`src/rtl/mvdec_pkg.sv`:
```
package mvdec_pkg;

	// instruction word geometry
	localparam int INSTR_W   = 14;
	localparam int ADDR_W    = 7;
	localparam int DATA_W    = 8;
	localparam int DEST_BIT  = 7;

	// opcode patterns and masks
	localparam logic [13:0] FILE_MOVE_MASK  = 14'h3F00;
	localparam logic [13:0] FILE_MOVE_CODE  = 14'h0800;
	localparam logic [13:0] WORK_FILE_MASK  = 14'h3F80;
	localparam logic [13:0] WORK_FILE_CODE  = 14'h0080;
	localparam logic [13:0] CFG_LOAD_CODE   = 14'h0062;
	localparam logic [13:0] NOP_MASK        = 14'h3F9F;
	localparam logic [13:0] NOP_CODE        = 14'h0000;

	// reset values and timer configuration address
	localparam logic [7:0] WORK_RST   = 8'h00;
	localparam logic [7:0] TCFG_RST   = 8'hFF;
	localparam logic [6:0] TCFG_ADDR  = 7'h01;

	// decoded operation
	typedef enum logic [2:0] {
		MVDEC_OP_NONE  = 3'h0,
		MVDEC_OP_FMOVE = 3'h1,
		MVDEC_OP_WFILE = 3'h3,
		MVDEC_OP_CFG   = 3'h2,
		MVDEC_OP_NOP   = 3'h6
	} mvdec_op_t;

	// decoded instruction fields
	typedef struct packed {
		mvdec_op_t   op;
		logic        dest_file;
		logic [6:0]  addr;
	} mvdec_dec_t;

	// file register write request
	typedef struct packed {
		logic        en;
		logic [6:0]  addr;
		logic [7:0]  data;
	} mvdec_fwr_t;

endpackage

```
`src/rtl/mvdec_core.sv`:
```
// Behaviour
// [RQ1] file_move_instr with destination bit 0 copies the addressed file register (0..127) into W in one cycle.
// [RQ2] file_move_instr with destination bit 1 writes the value back into the same file register.
// [RQ3] file_move_instr sets zero when the value is zero, clears it otherwise, and touches no other flag.
// [RQ4] work_to_file_instr writes W into the addressed file register in one cycle, flags untouched.
// [RQ5] the fixed configuration-load opcode copies W into the timer configuration register in one cycle.
// [RQ6] the timer configuration register is also an ordinary file register, read and written by address.
// [RQ7] no_operation_instr takes one cycle and changes nothing but the program counter.
// [RQ8] an instruction discarded by a skip executes as a no-operation in its place.
`timescale 1ns/100ps
module mvdec_core
	import mvdec_pkg::*;
(
	input  wire logic             sys_clk,
	input  wire logic             rst,
	input  wire logic [13:0]      instr,
	input  wire logic             instr_valid,
	input  wire logic             skip,
	input  wire logic [7:0]       file_rdata,
	output logic      [6:0]       file_raddr,
	output mvdec_fwr_t            file_wr,
	output logic      [7:0]       work_q,
	output logic      [7:0]       tcfg_q,
	output logic                  zero_q,
	output logic                  zero_we_q,
	output logic                  pc_inc_q
);

	mvdec_dec_t        dec;
	logic              exec;
	logic              fsel_tcfg;

	// operand path
	logic              fwd_hit;
	logic [7:0]        fsrc;
	logic [7:0]        fval;
	logic [DATA_W:0]   zchain;
	logic              fval_zero;

	// action strobes, one per effect
	logic              do_wload;
	logic              do_fwback;
	logic              do_wstore;
	logic              do_cfg_load;
	logic              do_cfg_store;
	logic              do_zero;

	// two addresses name the same file register
	function automatic logic same_file(input logic [6:0] a, input logic [6:0] b);
		same_file = (a == b);
	endfunction

	// timer configuration sits at one file address
	function automatic logic is_tcfg(input logic [6:0] a);
		is_tcfg = same_file(a, TCFG_ADDR);
	endfunction

	////////////////////////////////////////////////////////////////
	// decode

	mvdec_decode u_dec (
		.instr (instr),
		.dec   (dec)
	);

	// a skipped word runs as a no-operation
	assign exec = instr_valid & ~skip; // [RQ8]
	// timer configuration selected by address
	assign fsel_tcfg = is_tcfg(dec.addr);

	// combinational read address toward the file
	always_comb begin
		file_raddr = dec.addr;
	end

	////////////////////////////////////////////////////////////////
	// operand select

	// last write is still one edge away from the file
	assign fwd_hit = file_wr.en & same_file(file_wr.addr, dec.addr);
	// forward it instead of the stale file word
	assign fsrc = fwd_hit ? file_wr.data : file_rdata;

	// timer configuration answers at its file address
	assign fval = fsel_tcfg ? tcfg_q : fsrc; // [RQ6]

	////////////////////////////////////////////////////////////////
	// zero detect

	// or-chain over the operand, one stage per bit
	assign zchain[0] = 1'b0;
	for (genvar gi = 0; gi < DATA_W; gi++) begin : g_zero
		assign zchain[gi+1] = zchain[gi] | fval[gi];
	end
	assign fval_zero = ~zchain[DATA_W];

	////////////////////////////////////////////////////////////////
	// action strobes

	// idle and skipped cycles leave every strobe low
	always_comb begin
		do_wload     = 1'b0;
		do_fwback    = 1'b0;
		do_wstore    = 1'b0;
		do_cfg_load  = 1'b0;
		do_cfg_store = 1'b0;
		do_zero      = 1'b0;

		// decoded op selects which strobes rise
		if (exec) begin
			case (dec.op)
				MVDEC_OP_FMOVE: begin
					do_zero = 1'b1; // [RQ3]
					if (dec.dest_file) begin
						// write-back to the timer address keeps its value
						do_fwback = ~fsel_tcfg; // [RQ2]
					end else begin
						do_wload = 1'b1; // [RQ1]
					end
				end
				MVDEC_OP_WFILE: begin
					// store W, or into timer config at its address
					if (fsel_tcfg) begin
						do_cfg_store = 1'b1; // [RQ6]
					end else begin
						do_wstore = 1'b1; // [RQ4]
					end
				end
				MVDEC_OP_CFG: begin
					// legacy load path
					do_cfg_load = 1'b1; // [RQ5]
				end
				MVDEC_OP_NOP: begin
					// nothing but the pc step
					do_zero = 1'b0; // [RQ7]
				end
				MVDEC_OP_NONE: begin
					// other opcodes belong to other units
					do_zero = 1'b0;
				end
				default: begin
					do_zero = 1'b0;
				end
			endcase
		end
	end

	////////////////////////////////////////////////////////////////
	// working register

	// load from file on destination 0
	always_ff @(posedge sys_clk) begin
		if (rst) begin
			work_q <= WORK_RST;
		end else if (do_wload) begin
			work_q <= fval; // [RQ1]
		end
	end

	////////////////////////////////////////////////////////////////
	// file write port

	// registered write; the file takes it at the next edge
	always_ff @(posedge sys_clk) begin
		if (rst) begin
			file_wr <= '0;
		end else begin
			// strobe for one cycle only
			file_wr.en   <= do_fwback | do_wstore; // [RQ2] [RQ4]
			file_wr.addr <= dec.addr;
			// payload: read value on write-back, W otherwise
			if (do_fwback) begin
				file_wr.data <= fval; // [RQ2]
			end else begin
				file_wr.data <= work_q; // [RQ4]
			end
		end
	end

	////////////////////////////////////////////////////////////////
	// timer configuration register

	// legacy load or addressed store, both from W
	always_ff @(posedge sys_clk) begin
		if (rst) begin
			tcfg_q <= TCFG_RST;
		end else if (do_cfg_load) begin
			tcfg_q <= work_q; // [RQ5]
		end else if (do_cfg_store) begin
			tcfg_q <= work_q; // [RQ6]
		end
	end

	////////////////////////////////////////////////////////////////
	// zero flag

	// only file_move_instr updates zero; other flags live elsewhere
	always_ff @(posedge sys_clk) begin
		if (rst) begin
			zero_q    <= 1'b0;
			zero_we_q <= 1'b0;
		end else begin
			zero_we_q <= do_zero; // [RQ3]
			if (do_zero) begin
				zero_q <= fval_zero; // [RQ3]
			end
		end
	end

	////////////////////////////////////////////////////////////////
	// program counter advance

	// every accepted word, skipped or not, advances once
	always_ff @(posedge sys_clk) begin
		if (rst) begin
			pc_inc_q <= 1'b0;
		end else begin
			pc_inc_q <= instr_valid; // [RQ7] [RQ8]
		end
	end

endmodule

```
`src/rtl/mvdec_decode.sv`:
```
`timescale 1ns/100ps
module mvdec_decode
	import mvdec_pkg::*;
(
	input  wire logic [13:0] instr,
	output mvdec_dec_t       dec
);

	// classify one instruction word
	always_comb begin
		dec.dest_file = instr[DEST_BIT];
		dec.addr      = instr[6:0];
		if ((instr & FILE_MOVE_MASK) == FILE_MOVE_CODE) begin
			dec.op = MVDEC_OP_FMOVE;
		end else if ((instr & WORK_FILE_MASK) == WORK_FILE_CODE) begin
			dec.op = MVDEC_OP_WFILE;
		end else if (instr == CFG_LOAD_CODE) begin
			dec.op = MVDEC_OP_CFG;
		end else if ((instr & NOP_MASK) == NOP_CODE) begin
			dec.op = MVDEC_OP_NOP;
		end else begin
			dec.op = MVDEC_OP_NONE;
		end
	end

endmodule

```
`config.mk`:
```
export PLATFORM = sky130hd
export DESIGN_NAME = mvdec_core
export DESIGN_NICKNAME = d
export VERILOG_FILES = /design/src/rtl/mvdec_pkg.sv /design/src/rtl/mvdec_core.sv /design/src/rtl/mvdec_decode.sv
export SDC_FILE = /design/constraint.sdc
export NUM_CORES = 1
export LEC_CHECK = 0
export BUFFER_PORTS_ARGS = -buffer_cell sky130_fd_sc_hd__buf_4
export CAP_MARGIN = 20
export CORE_UTILIZATION = 39
export CTS_BUF_LIST = sky130_fd_sc_hd__clkbuf_4
export CTS_CLUSTER_SIZE = 10
export DETAILED_ROUTE_END_ITERATION = 6
export GPL_TIMING_DRIVEN = 0
export PLACE_DENSITY = 0.74
export SYNTH_ARGS = -nofsm -noshare
export SYNTH_HDL_FRONTEND = slang
export SYNTH_SLANG_ARGS = --single-unit
```
`constraint.sdc`:
```
create_clock -name sys_clk -period 2.2 [get_ports sys_clk]
set_input_delay 0.33 -clock sys_clk [delete_from_list [all_inputs] [get_ports sys_clk]]
set_output_delay 0.33 -clock sys_clk [all_outputs]
set_load 0.03 [all_outputs]
```
==> reports/qor.csv <==
metric,value,unit
clockBufferDepth,2,
cp.arrival,2.35,ns
coreArea,4030,um^2
startpoint_type,register,
cts_tree,built,
path_max_fanout,10,
vias,1575,
power_density,505,nW/um^2
yosys_warnings,0,
die_h,67.0,um
syn-cell-area,1650,um^2
period_minus_slack,2.07,ns
hold_buffers,0,
finalHoldViolCount,0,
p_leak,0.000957,uW
die_w,67.0,um
ys_seq_area_share,42.5,%
synthTopCellsByArea,"dfxtp_1, mux2i_1, nor2b_1, nor2_1, a211o_1",
min-delay-start,instr[2],
drc,0,
num-fill-cells,396,
cp_slowest_stage_delay,0.33,ns
fmax,484,MHz
numCtsBuffers,5,
cap_violations,0,
status,"complete, no violations",
diodes,0,
dpl_cell_area,2210,um^2
overflow,0,
dp.cells,297,
ys_ff_latch,35,
timing.final.crit_share,94.0,%
dp_hpwl,3190,um
hold_ws,0.239,ns
design.die.area,4490,um^2
grt_pass1_vias,1432,
synth_area_leader_cell,dfxtp_1,
gp_congestion,0.814,
grt_pass1_wl,6530,um
startpoint,file_wr[14]$_SDFF_PP0_,
portBuffers,66,
setup_viol,0,
hold_path.class,in2reg,
grt_max_degree,11,
worst_pin_slew,0.567,ns
relSlewSlack,62.1,%
slowest_stage,dfxtp_1,
utilization,56.5,%
cts_root_buffer,clkbuf_4,
vdd_drop_max,0.255,mV
wl_per_cell,13.7,um
mostFrequentLayoutCell,buf_4,
synth_fp_nets,207,
synth_cell_types,39,
syn-instance-count,181,
grtUsageTotal,19.8,%
syn_avg_cell_area,9.11,um^2
synth.top_cell.area_share,42.5,%
skew,0.00571,ns
initial_core_util,40.9,%
layout_common_cells,"buf_4, dfxtp_1, nor2_1, nor2b_1, nand2_1",
totalWireLength,4200,um
clk_pin_slew,0.10,ns
rows,23,
path_class,reg2reg,
nets,281,
final_max_slew_viol_count,0,
drt_iter0_drc,71,
end_kind,register,
critPathRequiredTime,2.48,ns
htreeDepth,2,
path_cells,xor2_1 -> nor4_2 -> and4_4 -> buf_12 -> mux2i_2 -> a21oi_1 -> a211o_1 -> o21ai_1,
final_cells,306,
insertion_delay,0.34,ns
final_area,2270,um^2
antenna_found_initial,0,
rsz0062_at_grt,no,
critPathTopFamily,simple AND/OR/NAND/NOR gates,
path_buf_inv,1,
syn2layout_area_growth,37.9,%
clock-sinks,35,
detail_route.first_pass.iterations,4,
drive_above_1_share,35.2,%
antenna_left,0,
viasPerCell,5.15,
timing.rr.start,file_wr[14]$_SDFF_PP0_,
ios,68,
## state kept, by name, indices dropped and copies added (netlist names)
| register | cells |
|---|---|
| work_q | 8 |
| file_wr | 16 |
| zero_q | 1 |
| pc_inc_q | 1 |
| zero_we_q | 1 |
| tcfg_q | 8 |
## cells by family (layout without fill, tap and decap cells)
kind of cell	after synthesis	count (layout)	synth area share, %
buf+inv	21	96	7.51
xor+xnor	7	7	3.72
simple gates	69	69	23.2
flops	35	35	42.5
mux	10	10	6.07
compound gates	39	39	17.0
## final cells by class
cell class,count,area (um^2),share of cell area [%]
plain buffers,17,109,4.79
clock buffers,6,45.0,1.98
clock inverters,2,7.51,0.330
inverters,4,15.0,0.660
multi-input cells,125,832,36.6
flip-flops and latches,35,701,30.8
well taps,50,62.6,2.75
repair buffers,67,503,22.1
## worst paths after layout
kind	end	slack, ns	cells after the start
max reg2reg	zero_q$_SDFFE_PP0P_	0.13	8
max	zero_q$_SDFFE_PP0P_	0.13	8
min	file_wr[10]$_SDFF_PP0_	0.24	2
min reg2reg	zero_q$_SDFFE_PP0P_	0.50	2
## metrics by stage
step           total power, uW  worst slack, ns  TNS, ns
2_1_floorplan              749            0.104        0
3_3_place_gp               825          -0.0416  -0.0754
3_5_place_dp               826          -0.0657   -0.122
4_1_cts                   1160           0.0492        0
5_1_grt                   1200          0.00172        0
6_report                  1150            0.133        0
## worst reg2reg max path: stages (launching register included)
cell	delay, ns
dfxtp_1	0.33
xor2_1	0.15
nor4_2	0.32
and4_4	0.30
buf_12	0.14
mux2i_2	0.25
a21oi_1	0.13
a211o_1	0.29
o21ai_1	0.10
## synthesized netlist by cell type
cell        n
xor2_1      6
nand2_1    12
nor4b_4     1
and4_4      1
o2111ai_1   1
xnor2_1     1
o31a_1      1
clkbuf_1    7
mux2i_1    10
buf_2       2
o21ai_0     2
buf_12      1
o21ai_1     1
nor2_1     23
nor2b_1    16
a21oi_1     9
o311ai_0    1
nor4_1      1
nor4_2      1
or4_1       2
a31oi_1     2
o311a_1     1
inv_1       4
a211o_1     8
a211oi_1    2
nand4b_1    1
buf_4       7
dfxtp_1    35
a22oi_1     2
a311oi_1    3
and2_1      1
or2_2       1
o211ai_1    6
nand3b_1    1
nor4b_2     1
nor3_1      3
and3_1      2
nand3_1     1
nand4_1     1
## power by group
part / internal, uW / switching (uW)
clock: 131 / 204
combinational: 77.9 / 90.2
sequential: 642 / 4.85
total: 850 / 299
## timing repair
action,CTS,global route
buffers inserted,0,1
setup endpoints to repair,0,4
resized for setup,0,2
## layer usage
| layer | share of wire (%) | vias to the layer above | global-route usage (%) | wire length (um) |
|---|---|---|---|---|
| met5 | 0 | - | 0 | 0 |
| met1 | 44 | 735 | 22.8 | 1830 |
| li1 | - | 785 | - | - |
| met3 | 6.9 | 5 | 6.16 | 292 |
| met2 | 48 | 50 | 33.8 | 2020 |
| met4 | 1.3 | 0 | 7.18 | 56 |
Note: power is estimated with default switching activity, not from simulation.
